File: src/rtl/adc_decim_pkg.sv
/*
  Shared constants and types for the two-channel decimator path.
  Assumes a 32-bit APB register bus and one 250 MHz clock.
*/
package adc_decim_pkg;
  // Register byte addresses
  localparam logic [31:0] SIO_CFG_ADDR    = 32'h8020_0384;
  localparam logic [31:0] AIN_CTRL_ADDR   = 32'h8020_03A4;
  localparam logic [31:0] CONV_CTRL_ADDR  = 32'h8020_03A8;
  localparam logic [31:0] DEC_CTRL_ADDR   = 32'h8020_03AC;
  localparam logic [31:0] DEC_STAT_ADDR   = 32'h8020_03B0;
  localparam logic [31:0] LEFT24_ADDR     = 32'h8020_03B4;
  localparam logic [31:0] RIGHT24_ADDR    = 32'h8020_03B8;
  localparam logic [31:0] PAIR16_ADDR     = 32'h8020_03BC;
  // Reset values
  localparam logic [31:0] SIO_CFG_RST     = 32'h0000_0180;
  localparam logic [31:0] AIN_CTRL_RST    = 32'h0000_0000;
  localparam logic [31:0] CONV_CTRL_RST   = 32'h0000_0000;
  localparam logic [31:0] DEC_CTRL_RST    = 32'h0000_0000;
  // Decimator control fields
  localparam int RIGHT_DIGITAL_GAIN_LSB   = 0;
  localparam int LEFT_DIGITAL_GAIN_LSB   = 8;
  localparam int INVERT_BIT  = 17;
  localparam int MUTE_BIT    = 18;
  localparam int OUT_DC_BIT  = 19;
  localparam int IN_DC_BIT   = 20;
  // Decimator status fields
  localparam int STAT_OVR_BIT   = 0;
  localparam int STAT_AVAIL_BIT = 1;
  localparam int STAT_FULL_BIT  = 2;
  // Stream and arithmetic constants
  localparam int OVERSAMPLE      = 128;
  localparam int SAMPLE_W        = 24;
  localparam int READ16_W        = 16;
  localparam int BIT_DIV_DEF     = 8;
  localparam int DC_SHIFT        = 10;
  localparam int BUF_DEPTH       = 2;
  localparam logic signed [7:0] GAIN_MAX_CODE = 8'sh30;
  localparam logic signed [8:0] GAIN_BIAS     = 9'sh090;
  localparam logic [7:0] GAIN_STEPS   = 8'h0C;
  localparam logic [5:0] GAIN_SHIFT0  = 6'h1B;

  typedef struct packed {
    logic [SAMPLE_W-1:0] left;
    logic [SAMPLE_W-1:0] right;
  } sample_pair_t;

  typedef struct packed {
    logic [7:0] gain;
    logic       invert;
    logic       mute;
    logic       in_dc_en;
    logic       out_dc_en;
  } chan_ctrl_t;
endpackage : adc_decim_pkg

File: src/rtl/sample_pair_buffer.sv
/*
  Small flip-flop FIFO with valid/ready on both sides.
  Assumes the reader may stall; a full buffer drops in_ready.
*/
`timescale 1ns/1ns
`default_nettype none
module sample_pair_buffer #(
  parameter int WIDTH = 48,
  parameter int DEPTH = 2
) (
  input  wire logic             ref_clk,
  input  wire logic             rstn,
  input  wire logic             in_valid,
  output logic                  in_ready,
  input  wire logic [WIDTH-1:0] in_data,
  output logic                  out_valid,
  input  wire logic             out_ready,
  output logic [WIDTH-1:0]      out_data,
  output logic                  full
);
  localparam int AW = $clog2(DEPTH);

  if (DEPTH < 2 || (DEPTH & (DEPTH - 1)) != 0) begin : g_chk
    $error("DEPTH must be a power of two, at least 2");
  end

  logic [WIDTH-1:0] mem_r [DEPTH];
  logic [AW:0]      wp_r;
  logic [AW:0]      wp_nxt;
  logic [AW:0]      rp_r;
  logic [AW:0]      rp_nxt;
  logic             wr;
  logic             rd;

  // Pointer arithmetic and flags
  always_comb begin
    full      = (wp_r[AW] != rp_r[AW]) && (wp_r[AW-1:0] == rp_r[AW-1:0]);
    out_valid = (wp_r != rp_r);
    in_ready  = !full;
    wr        = in_valid && in_ready;
    rd        = out_valid && out_ready;
    wp_nxt    = wr ? wp_r + 1'b1 : wp_r;
    rp_nxt    = rd ? rp_r + 1'b1 : rp_r;
    out_data  = mem_r[rp_r[AW-1:0]];
  end

  // Pointer registers
  always_ff @(posedge ref_clk or negedge rstn) begin
    if (!rstn) begin
      wp_r <= '0;
      rp_r <= '0;
    end else begin
      wp_r <= wp_nxt;
      rp_r <= rp_nxt;
    end
  end

  // Storage, written only on an accepted word
  always_ff @(posedge ref_clk) begin
    if (wr) begin
      mem_r[wp_r[AW-1:0]] <= in_data;
    end
  end
endmodule : sample_pair_buffer
`default_nettype wire

File: src/rtl/decim_channel.sv
/*
  One decimator channel: 128:1 boxcar, DC blockers, gain, mute.
  Assumes bit_en and frame_end come from the shared stream counter.
*/
`timescale 1ns/1ns
`default_nettype none
module decim_channel
  import adc_decim_pkg::*;
(
  input  wire logic                 ref_clk,
  input  wire logic                 rstn,
  input  wire logic                 bit_en,
  input  wire logic                 bit_in,
  input  wire logic                 frame_end,
  input  wire adc_decim_pkg::chan_ctrl_t ctrl,
  output logic [SAMPLE_W-1:0]       sample_r,
  output logic                      valid_r
);
  logic        [7:0]  cnt_r, cnt_nxt, tot;
  logic signed [9:0]  cen;
  logic signed [23:0] raw, x1, x2, dci_r, dci_nxt, dco_r, dco_nxt;
  logic signed [23:0] gsat, y, smp_nxt;
  logic signed [7:0]  gc;
  logic        [7:0]  idx;
  logic        [4:0]  q;
  logic        [3:0]  rsel;
  logic        [15:0] mant;
  logic signed [40:0] prod, shv;

  // Half-dB mantissas, Q1.15
  function automatic logic [15:0] mant_lut(input logic [3:0] r);
    case (r)
      4'h0: mant_lut = 16'h8000;  4'h1: mant_lut = 16'h879C;
      4'h2: mant_lut = 16'h8F9D;  4'h3: mant_lut = 16'h9838;
      4'h4: mant_lut = 16'hA145;  4'h5: mant_lut = 16'hAADC;
      4'h6: mant_lut = 16'hB505;  4'h7: mant_lut = 16'hBFC9;
      4'h8: mant_lut = 16'hCB30;  4'h9: mant_lut = 16'hD745;
      4'hA: mant_lut = 16'hE412;  4'hB: mant_lut = 16'hF1A2;
      default: mant_lut = 16'h8000;
    endcase
  endfunction : mant_lut

  // Datapath from bit count to output sample
  always_comb begin
    tot     = cnt_r + {7'h00, bit_en & bit_in};
    cnt_nxt = frame_end ? 8'h00 : tot;
    cen     = $signed({1'b0, tot, 1'b0}) - 10'sd128;
    raw     = {cen[8:0], 15'h0000};
    x1      = ctrl.in_dc_en ? raw - dci_r : raw;
    dci_nxt = ctrl.in_dc_en ? dci_r + (x1 >>> DC_SHIFT) : '0;
    x2      = ctrl.invert ? -x1 : x1;
    gc      = ($signed(ctrl.gain) > GAIN_MAX_CODE) ?
              GAIN_MAX_CODE : $signed(ctrl.gain);
    idx     = 8'($signed({gc[7], gc}) + GAIN_BIAS);
    q       = 5'(idx / GAIN_STEPS);
    rsel    = 4'(idx % GAIN_STEPS);
    mant    = mant_lut(rsel);
    prod    = 41'(x2 * $signed({1'b0, mant}));
    shv     = prod >>> (GAIN_SHIFT0 - {1'b0, q});
    if (shv > 41'sh7FFFFF)        gsat = 24'sh7FFFFF;
    else if (shv < -41'sh800000)  gsat = -24'sh800000;
    else                          gsat = shv[23:0];
    y       = ctrl.out_dc_en ? gsat - dco_r : gsat;
    dco_nxt = ctrl.out_dc_en ? dco_r + (y >>> DC_SHIFT) : '0;
    smp_nxt = ctrl.mute ? '0 : y;
  end

  // Counter every bit, filter state and sample once per frame
  always_ff @(posedge ref_clk or negedge rstn) begin
    if (!rstn) begin
      cnt_r    <= '0;
      dci_r    <= '0;
      dco_r    <= '0;
      sample_r <= '0;
      valid_r  <= 1'b0;
    end else begin
      if (bit_en) cnt_r <= cnt_nxt;
      if (frame_end) begin
        dci_r    <= dci_nxt;
        dco_r    <= dco_nxt;
        sample_r <= smp_nxt;
      end
      valid_r <= frame_end;
    end
  end

  property p_mute;
    @(posedge ref_clk) disable iff (!rstn)
    frame_end && ctrl.mute |=> valid_r && sample_r == '0;
  endproperty
  a_mute: assert property (p_mute) else $error("mute not zero");

  property p_unity;
    @(posedge ref_clk) disable iff (!rstn)
    frame_end && ctrl.gain == 8'h00 && !ctrl.in_dc_en && !ctrl.out_dc_en
      && !ctrl.mute && !ctrl.invert |=> sample_r == $past(raw);
  endproperty
  a_unity: assert property (p_unity) else $error("gain 0 not unity");

  property p_gain_idx;
    @(posedge ref_clk) disable iff (!rstn)
    idx >= 8'h11 && idx <= 8'hC0;
  endproperty
  a_gain_idx: assert property (p_gain_idx) else $error("gain index");
endmodule : decim_channel
`default_nettype wire

File: src/rtl/dual_adc_decimator.sv
/*
  Two-channel decimator path with APB registers and sample buffer.
  Assumes modulator bits synchronous to ref_clk, taken on bit_strobe.
*/
// The APB interface to the registers was left to the implementer.
// Contract
// Both channels sampled in lockstep
// Decimators take 128x oversampled bitstreams
// One 24-bit sample per channel per period
// DC blockers at decimator input and output
// Programmable digital gain per channel
// Samples readable as 16 or 24 bits
// Samples pass through a drainable FIFO buffer
// Status register read-only, zero after reset
// Gain signed half-dB, saturating at +24 dB
// Bits for DC filters, invert, mute
// Sample pair pushed together once per period
`timescale 1ns/1ns
`default_nettype none
module dual_adc_decimator
  import adc_decim_pkg::*;
#(
  parameter int BIT_DIV = BIT_DIV_DEF
) (
  input  wire logic        ref_clk,
  input  wire logic        rstn,
  input  wire logic [31:0] paddr,
  input  wire logic        psel,
  input  wire logic        penable,
  input  wire logic        pwrite,
  input  wire logic [31:0] pwdata,
  output logic [31:0]      prdata,
  output logic             pready,
  output logic             pslverr,
  input  wire logic        mod_left,
  input  wire logic        mod_right,
  output logic             bit_strobe,
  output logic             dma_req,
  output logic [31:0]      analog_input_control,
  output logic [31:0]      converter_control
);
  import adc_decim_pkg::*;

  if (BIT_DIV < 1) begin : g_chk
    $error("BIT_DIV must be at least 1");
  end

  localparam int DW = (BIT_DIV > 1) ? $clog2(BIT_DIV) : 1;
  localparam logic [DW-1:0] DIV_LAST = DW'(BIT_DIV - 1);
  localparam logic [6:0]    BIT_LAST = 7'(OVERSAMPLE - 1);

  logic [DW-1:0] div_r, div_nxt;
  logic [6:0]    bit_cnt_r, bit_cnt_nxt;
  logic          bit_en, frame_end;

  // Shared bit divider and frame counter keep channels in step
  always_comb begin
    bit_en      = (div_r == DIV_LAST);
    div_nxt     = bit_en ? '0 : div_r + 1'b1;
    frame_end   = bit_en && (bit_cnt_r == BIT_LAST);
    bit_cnt_nxt = bit_en ? bit_cnt_r + 1'b1 : bit_cnt_r;
    bit_strobe  = bit_en;
  end

  always_ff @(posedge ref_clk or negedge rstn) begin
    if (!rstn) begin
      div_r     <= '0;
      bit_cnt_r <= '0;
    end else begin
      div_r     <= div_nxt;
      bit_cnt_r <= bit_cnt_nxt;
    end
  end

  logic [31:0] sio_r, sio_nxt, ain_r, ain_nxt;
  logic [31:0] conv_r, conv_nxt, dec_r, dec_nxt;
  chan_ctrl_t  ctl_l, ctl_r;

  // Per-channel control split from the decimator control word
  always_comb begin
    ctl_l.gain      = dec_r[LEFT_DIGITAL_GAIN_LSB +: 8];
    ctl_r.gain      = dec_r[RIGHT_DIGITAL_GAIN_LSB +: 8];
    ctl_l.invert    = dec_r[INVERT_BIT];
    ctl_l.mute      = dec_r[MUTE_BIT];
    ctl_l.in_dc_en  = dec_r[IN_DC_BIT];
    ctl_l.out_dc_en = dec_r[OUT_DC_BIT];
    ctl_r.invert    = dec_r[INVERT_BIT];
    ctl_r.mute      = dec_r[MUTE_BIT];
    ctl_r.in_dc_en  = dec_r[IN_DC_BIT];
    ctl_r.out_dc_en = dec_r[OUT_DC_BIT];
  end

  logic [SAMPLE_W-1:0] smp_l, smp_r;
  logic                val_l, val_r;

  // Both channels share bit_en and frame_end
  decim_channel u_left (
    .ref_clk   (ref_clk),
    .rstn      (rstn),
    .bit_en    (bit_en),
    .bit_in    (mod_left),
    .frame_end (frame_end),
    .ctrl      (ctl_l),
    .sample_r  (smp_l),
    .valid_r   (val_l)
  );

  decim_channel u_right (
    .ref_clk   (ref_clk),
    .rstn      (rstn),
    .bit_en    (bit_en),
    .bit_in    (mod_right),
    .frame_end (frame_end),
    .ctrl      (ctl_r),
    .sample_r  (smp_r),
    .valid_r   (val_r)
  );

  sample_pair_t in_pair, head;
  logic         push, buf_in_ready, buf_out_valid, buf_full, pop;

  // One write strobe carries the pair
  always_comb begin
    in_pair.left  = smp_l;
    in_pair.right = smp_r;
    push          = val_l && val_r;
  end

  sample_pair_buffer #(
    .WIDTH (2 * SAMPLE_W),
    .DEPTH (BUF_DEPTH)
  ) u_buf (
    .ref_clk   (ref_clk),
    .rstn      (rstn),
    .in_valid  (push),
    .in_ready  (buf_in_ready),
    .in_data   (in_pair),
    .out_valid (buf_out_valid),
    .out_ready (pop),
    .out_data  (head),
    .full      (buf_full)
  );

  logic        setup, access, rd_acc, wr_acc;
  logic        ovr_r, ovr_nxt, ovr_set, ovr_clr;
  logic        err_r, err_nxt, head_ok_r;
  logic [31:0] prdata_r, rd_nxt, stat_w, pair16_w;
  logic        hit_rw, hit_ro;

  // APB decode; data captured in setup, used in access
  always_comb begin
    setup    = psel && !penable;
    access   = psel && penable;
    rd_acc   = access && !pwrite;
    wr_acc   = access && pwrite;
    pready   = penable;
    pslverr  = penable && err_r;
    prdata   = prdata_r;
    stat_w   = '0;
    stat_w[STAT_OVR_BIT]   = ovr_r;
    stat_w[STAT_AVAIL_BIT] = buf_out_valid;
    stat_w[STAT_FULL_BIT]  = buf_full;
    pair16_w = {head.right[SAMPLE_W-1 -: READ16_W],
                head.left[SAMPLE_W-1 -: READ16_W]};
    hit_rw   = paddr == SIO_CFG_ADDR || paddr == AIN_CTRL_ADDR ||
               paddr == CONV_CTRL_ADDR || paddr == DEC_CTRL_ADDR;
    hit_ro   = paddr == DEC_STAT_ADDR || paddr == LEFT24_ADDR ||
               paddr == RIGHT24_ADDR || paddr == PAIR16_ADDR;
    err_nxt  = setup ? !(hit_rw || hit_ro) : err_r;
    case (paddr)
      SIO_CFG_ADDR:   rd_nxt = sio_r;
      AIN_CTRL_ADDR:  rd_nxt = ain_r;
      CONV_CTRL_ADDR: rd_nxt = conv_r;
      DEC_CTRL_ADDR:  rd_nxt = dec_r;
      DEC_STAT_ADDR:  rd_nxt = stat_w;
      LEFT24_ADDR:    rd_nxt = buf_out_valid ?
                        32'($signed(head.left)) : '0;
      RIGHT24_ADDR:   rd_nxt = buf_out_valid ?
                        32'($signed(head.right)) : '0;
      PAIR16_ADDR:    rd_nxt = buf_out_valid ? pair16_w : '0;
      default:        rd_nxt = '0;
    endcase
    if (!setup) rd_nxt = prdata_r;
  end

  // Reads of right or pair words drain the buffer
  always_comb begin
    pop     = rd_acc && head_ok_r &&
              (paddr == RIGHT24_ADDR || paddr == PAIR16_ADDR);
    ovr_set = push && !buf_in_ready;
    ovr_clr = rd_acc && paddr == DEC_STAT_ADDR;
    ovr_nxt = ovr_set || (ovr_r && !ovr_clr);
    sio_nxt  = (wr_acc && paddr == SIO_CFG_ADDR)   ? pwdata : sio_r;
    ain_nxt  = (wr_acc && paddr == AIN_CTRL_ADDR)  ? pwdata : ain_r;
    conv_nxt = (wr_acc && paddr == CONV_CTRL_ADDR) ? pwdata : conv_r;
    dec_nxt  = (wr_acc && paddr == DEC_CTRL_ADDR)  ? pwdata : dec_r;
    analog_input_control = ain_r;
    converter_control    = conv_r;
    dma_req              = buf_out_valid;
  end

  // Register file; status has no writable storage
  always_ff @(posedge ref_clk or negedge rstn) begin
    if (!rstn) begin
      sio_r     <= SIO_CFG_RST;
      ain_r     <= AIN_CTRL_RST;
      conv_r    <= CONV_CTRL_RST;
      dec_r     <= DEC_CTRL_RST;
      ovr_r     <= 1'b0;
      err_r     <= 1'b0;
      head_ok_r <= 1'b0;
      prdata_r  <= '0;
    end else begin
      sio_r     <= sio_nxt;
      ain_r     <= ain_nxt;
      conv_r    <= conv_nxt;
      dec_r     <= dec_nxt;
      ovr_r     <= ovr_nxt;
      err_r     <= err_nxt;
      head_ok_r <= setup ? buf_out_valid : head_ok_r;
      prdata_r  <= rd_nxt;
    end
  end

  property p_lockstep;
    @(posedge ref_clk) disable iff (!rstn)
    frame_end |=> val_l && val_r;
  endproperty
  a_lockstep: assert property (p_lockstep) else $error("lockstep");

  property p_frame_gap;
    @(posedge ref_clk) disable iff (!rstn)
    frame_end |=> !frame_end [*8];
  endproperty
  a_frame_gap: assert property (p_frame_gap) else $error("gap");

  property p_one_per_frame;
    @(posedge ref_clk) disable iff (!rstn)
    frame_end |=> val_l ##1 !val_l;
  endproperty
  a_one_per_frame: assert property (p_one_per_frame)
    else $error("one sample per frame");

  property p_stat_ro;
    @(posedge ref_clk) disable iff (!rstn)
    wr_acc && paddr == DEC_STAT_ADDR |=>
      ovr_r == $past(ovr_r) || $past(ovr_set);
  endproperty
  a_stat_ro: assert property (p_stat_ro) else $error("status written");

  property p_overrun;
    @(posedge ref_clk) disable iff (!rstn)
    push && !buf_in_ready |=> ovr_r;
  endproperty
  a_overrun: assert property (p_overrun) else $error("overrun lost");

  property p_pop_ok;
    @(posedge ref_clk) disable iff (!rstn)
    pop |-> buf_out_valid;
  endproperty
  a_pop_ok: assert property (p_pop_ok) else $error("pop empty");

  property p_pair_push;
    @(posedge ref_clk) disable iff (!rstn)
    push && buf_in_ready |=> dma_req;
  endproperty
  a_pair_push: assert property (p_pair_push) else $error("push lost");

  property p_read16;
    @(posedge ref_clk) disable iff (!rstn)
    setup && !pwrite && paddr == PAIR16_ADDR && buf_out_valid |=>
      prdata == $past(pair16_w);
  endproperty
  a_read16: assert property (p_read16) else $error("16-bit read");
endmodule : dual_adc_decimator
`default_nettype wire

File: config.mk
export PLATFORM = sky130hd
export DESIGN_NAME = dual_adc_decimator
export DESIGN_NICKNAME = d
export VERILOG_FILES = /design/src/rtl/adc_decim_pkg.sv /design/src/rtl/sample_pair_buffer.sv /design/src/rtl/decim_channel.sv /design/src/rtl/dual_adc_decimator.sv
export SDC_FILE = /design/constraint.sdc
export NUM_CORES = 2
export LEC_CHECK = 0
export BUFFER_PORTS_ARGS = -buffer_cell sky130_fd_sc_hd__buf_2
export CORE_MARGIN = 2
export CORE_UTILIZATION = 45
export DETAILED_ROUTE_END_ITERATION = 7
export PLACE_DENSITY = 0.65
export SLEW_MARGIN = 10
export SYNTH_ARGS = -nofsm -noshare
export SYNTH_HDL_FRONTEND = slang
export SYNTH_SLANG_ARGS = --single-unit
File: constraint.sdc
create_clock -name ref_clk -period 19.7 [get_ports ref_clk]
set_input_delay 1.97 -clock ref_clk [delete_from_list [all_inputs] [get_ports ref_clk]]
set_output_delay 1.97 -clock ref_clk [all_outputs]
set_load 0.02 [all_outputs]
==> reports/results.txt <==
The flow ran to the end, and the final reports show no timing, DRC or antenna violations. Data arrives at the worst endpoint at 18.97 ns. During placement, the flow inserted port buffers numbering 170. Derived from the worst setup path, the maximum achievable clock frequency is 0.05413 GHz. The tree is rooted in a sky130_fd_sc_hd__clkbuf_16. On the worst path, the slowest cell contributes a delay of 0.65 ns.

Together, buffers and inverters on the worst path number 6. The run gives 137500 µm² as the total die area. Insertion delay to the later sink of the worst-skew pair: 0.63 ns. Of all nets on the critical path, the largest fanout is 9. The tools report the number of nets with antenna violations after detailed routing as 0.

The number of global-route vias before repair is 51250. The fraction of power spent switching nets came out at 0.3849. After the last flow step, the layout net total stands at 8187.

The starting density of the core is 0.4538. The run gives 0.06604 mV as the worst ir drop on vdd. The min-delay analysis places its worst path in the category reg2reg. In the synthesized netlist, the cells that appear most often are 1097 x sky130_fd_sc_hd__inv_1, 922 x sky130_fd_sc_hd__nand2_1, 760 x sky130_fd_sc_hd__fa_1. The final layout contains routed wiring with a total length of 176200 µm.

The tools report the number of instances in the placed design as 8725. Summed over all layers, the global routing overflow is 0. By startpoint and endpoint, the worst setup path is classified as in2reg.

The synthesis-stage register bit count came out at 434. The DRC violation count after routing came out at 0. The global-route track usage on met3 is 0.03671. The run gives 0.3473 as the routing usage on met1. For the post-synthesis cell count, the log shows 6979.

The total of warnings raised by yosys was 0. Among all cell types in the netlist, the one instantiated most often is sky130_fd_sc_hd__inv_1. The core box area was 133500 µm²; the slew at the pin with the worst max-slew slack was 1.190 ns. The number of vias after detailed routing was 49990.

For the post-synth net total, the log shows 8155. The tools report the portion of total power attributed to combinational logic as 0.429. The routed wire length per instance was 19.98 µm; the I/O pin count was 171.

The area overhead of the layout relative to synthesis is 7.991%. The cell type of the slowest stage on the worst timing path is sky130_fd_sc_hd__a311oi_1. The leading register cell type out of synthesis is sky130_fd_sc_hd__dfrtp_1. After the first detailed-routing iteration, the DRC count stood at 4139.

Summed over all nets, the switching power comes to 1266 µW. The share of flip-flops with an asynchronous set or reset came out at 0.7788. The die is 370.9 µm tall. In this run the most used layer during global routing was met2. CTS built an H-tree with a depth of 2.

Entering global routing, the biggest net connects 91 pins. Iteration count of the initial detailed-routing pass: 5. Portion of the clock cycle consumed by the worst path in the final layout: 0.9378.

The number of setup violations in the final report came out at 0. The smallest clock period supported by the final layout is computed as 18.48 ns. The worst setup path is captured at a flip-flop.

The nature of the critical path startpoint is an input port. Dividing the detail-routed via count by the number of cells gives 5.668. The floorplan has 134 rows. The number of clock sinks is 434, and the detailed placer's ending HPWL is 139500 µm. The max-cap violation count was 0; the power per cell area was 50.31 nW/µm². The width of the die was 370.9 µm. The synthesized design contains 96 enable-type register cells. Among cell families on the critical path, the largest total delay comes from compound AO/OA/AOI/OAI gates. In this run the static leakage power is 0.03107 µW.

The clock transition at the registers of the reported paths is 0.07 ns. Sum of internal, switching and leakage power: 3290 µW. The count of distinct cell types in the synthesized netlist was 110; the synthesized cell area was 60570 µm². For the worst setup path, the data required time is 20.20 ns. For the met2 usage, the log shows 0.4378.

TritonCTS built the clock tree. 0 antenna diodes ended up in the layout. The relative contribution of the clock network to total power was 0.286; the final number of hold-violating endpoints was 0. The first global-routing pass estimated 283400 µm of wire.

Routability-driven placement finished with a final weighted congestion of 0.9101. Sorting the synthesized cells by area gives the leading types as sky130_fd_sc_hd__fa_1 25%, sky130_fd_sc_hd__dfrtp_1 14%, sky130_fd_sc_hd__ha_1 7.1%. The run gives 8819 as the post-layout instance count excluding filler cells. Internal portion of total power: 2024 µW. Setup total negative slack on the finished layout was measured at 0 ns. The worst max-slew margin expressed relative to the limit is 0.1996, and the average cell area after synthesis is 8.678 µm². The longest clock path from root to sink contains 3 buffers. Between clock sinks in the finished design, the worst skew comes to 0.02699 ns. The logs give 0.284 for the sequential power share and 0.2588 for the combined global-route utilization of all metal layers. The number of antenna violations at the first check in global routing was 1. The share of synthesized area occupied by flip-flops and latches is 0.1873.

The run gives 12820 as the final-layout fill cell count. The run gives 43910 µm² as the footprint of the multi-input gates. The clock buffer count from CTS is 48, and the number of max-slew violations in the final report is 0. Area share of the largest cell type after synthesis: 0.2512.

Setup repair after global routing left no endpoint under its margin. For the area occupied by registers, the log shows 11350 µm². The most numerous cell type found on the critical path is sky130_fd_sc_hd__fa_1.

Layout cell share with drive strength beyond 1: 0.09942. The biggest area contributor in the post-synthesis netlist is sky130_fd_sc_hd__fa_1.
power groups by stage:
stage	logic, µW	registers [µW]	clock network [µW]
final	1410	935	942
after global routing	1560	937	995
after CTS	1390	935	959
after detailed placement	1390	952	0
after global placement	1370	952	0
after floorplan	1050	950	0
layout make-up:
| cell class | count | area share |
|---|---|---|
| multi-input cells | 5078 | 0.6714 |
| flip-flops and latches | 434 | 0.1735 |
| inverters | 1112 | 0.06382 |
| well taps | 1768 | 0.03382 |
| repair buffers | 337 | 0.03233 |
| clock buffers | 69 | 0.02049 |
| clock inverters | 21 | 0.004648 |
repair_timing:
action,4_1_cts,5_1_grt
endpoints found under the setup margin,0,25
gates resized for setup,0,15
hold buffers,0,0
setup buffers,0,4
worst paths after layout:
path / from / end / slack, ns / depth (start not counted)
setup / recovery: mod_right / u_right.dco_r[22] / 1.22 / 68
hold / removal: div_r[0] / div_r[0] / 0.44 / 1
setup reg to reg: dec_r[12] / u_left.dco_r[22] / 1.38 / 74
hold reg to reg: div_r[0] / div_r[0] / 0.44 / 1
max in group asynchronous: rstn / prdata[4] / 16.05 / 3
min in group asynchronous: rstn / dec_r[13] / 1.37 / 1
state kept, by name, summed over array words and instances, names as in the netlist, 2 cells and up:
signal                count
u_left.dco_r             24
u_left.cnt_r              8
u_left.sample_r          24
bit_cnt_r                 7
prdata                   32
converter_control        32
u_right.sample_r         24
u_buf.mem_r              96
analog_input_control     32
u_right.cnt_r             8
u_right.dco_r            24
u_right.dci_r            24
sio_r                    32
u_buf.rp_r                2
div_r                     3
u_left.dci_r             24
u_buf.wp_r                2
dec_r                    32
cells by family (layout without fill, tap and decap cells):
| group | count (synthesis) | in the layout | synth area share |
|---|---|---|---|
| buffers and inverters | 1467 | 1539 | 0.09193 |
| adders and majority gates | 1105 | 1105 | 0.3225 |
| and+or+nand+nor | 2078 | 2078 | 0.1539 |
| AOI/OAI and AO/OA | 1245 | 1245 | 0.1371 |
| muxes | 355 | 355 | 0.06373 |
| xor gates and xnor gates | 295 | 295 | 0.04355 |
| DFF | 434 | 434 | 0.1873 |
routing by layer:
| layer | wire (µm) | share of wire | vias to the layer above |
|---|---|---|---|
| met3 | 11970 | 0.068 | 261 |
| met2 | 84530 | 0.48 | 1687 |
| li1 | - | - | 23020 |
| met4 | 4679 | 0.027 | 0 |
| met5 | 0 | 0 | - |
| met1 | 75060 | 0.43 | 25020 |
per-stage QoR:
stage | hold WS (ns) | setup WS, ns | area [µm²] | util
floorplan | 0.4031 | 1.787 | 60570 | -
global placement | 0.4157 | 0.5936 | 63680 | 0.4771
detailed placement | 0.4331 | 0.3628 | 63680 | 0.4771
CTS | 0.4419 | 0.4816 | 65320 | 0.4895
global route | 0.4636 | 0.01981 | 65410 | 0.4901
finish | 0.4353 | 1.225 | 65410 | 0.4901
worst register-to-register path, delay by kind of cell (launching register included):
| family | cells | cell delay [ns] |
|---|---|---|
| buf+inv | 7 | 0.93 |
| simple gates | 24 | 4.88 |
| fa+ha+maj | 12 | 5.27 |
| compound gates | 28 | 6.05 |
| flops | 1 | 0.59 |
| xor+xnor | 3 | 0.49 |
cell usage in the layout, fill, tap and decap left out, types with 30 or more instances in the layout:
master                      synthesis  final
sky130_fd_sc_hd__o21a_1            41     40
sky130_fd_sc_hd__a21o_1            74     74
sky130_fd_sc_hd__o21bai_1          31     31
sky130_fd_sc_hd__xor2_1            91     88
sky130_fd_sc_hd__edfxtp_1          96     96
sky130_fd_sc_hd__clkbuf_16          0     48
sky130_fd_sc_hd__o31ai_1           30     30
sky130_fd_sc_hd__a211oi_1          47     45
sky130_fd_sc_hd__dfrtp_1          336    332
sky130_fd_sc_hd__ha_1             345    344
sky130_fd_sc_hd__o22ai_1           49     49
sky130_fd_sc_hd__mux2i_1          182    181
sky130_fd_sc_hd__nand2b_1          57     56
sky130_fd_sc_hd__o21ai_0          278    275
sky130_fd_sc_hd__nand3_1          113    113
sky130_fd_sc_hd__inv_1           1097   1096
sky130_fd_sc_hd__or3_1             40     40
sky130_fd_sc_hd__a31oi_1           50     45
sky130_fd_sc_hd__fa_1             760    758
sky130_fd_sc_hd__a21oi_1          249    245
sky130_fd_sc_hd__and3_1            33     32
sky130_fd_sc_hd__buf_4              5    167
sky130_fd_sc_hd__nand2_1          922    919
sky130_fd_sc_hd__and2_1            88     88
sky130_fd_sc_hd__nor2b_1           49     48
sky130_fd_sc_hd__nor3_1            90     87
sky130_fd_sc_hd__o211ai_1          66     66
sky130_fd_sc_hd__mux2_2           165    165
sky130_fd_sc_hd__buf_2             19    169
sky130_fd_sc_hd__xnor2_1          200    197
sky130_fd_sc_hd__nor2_1           534    531
Note: power is estimated with default switching activity, not from simulation.
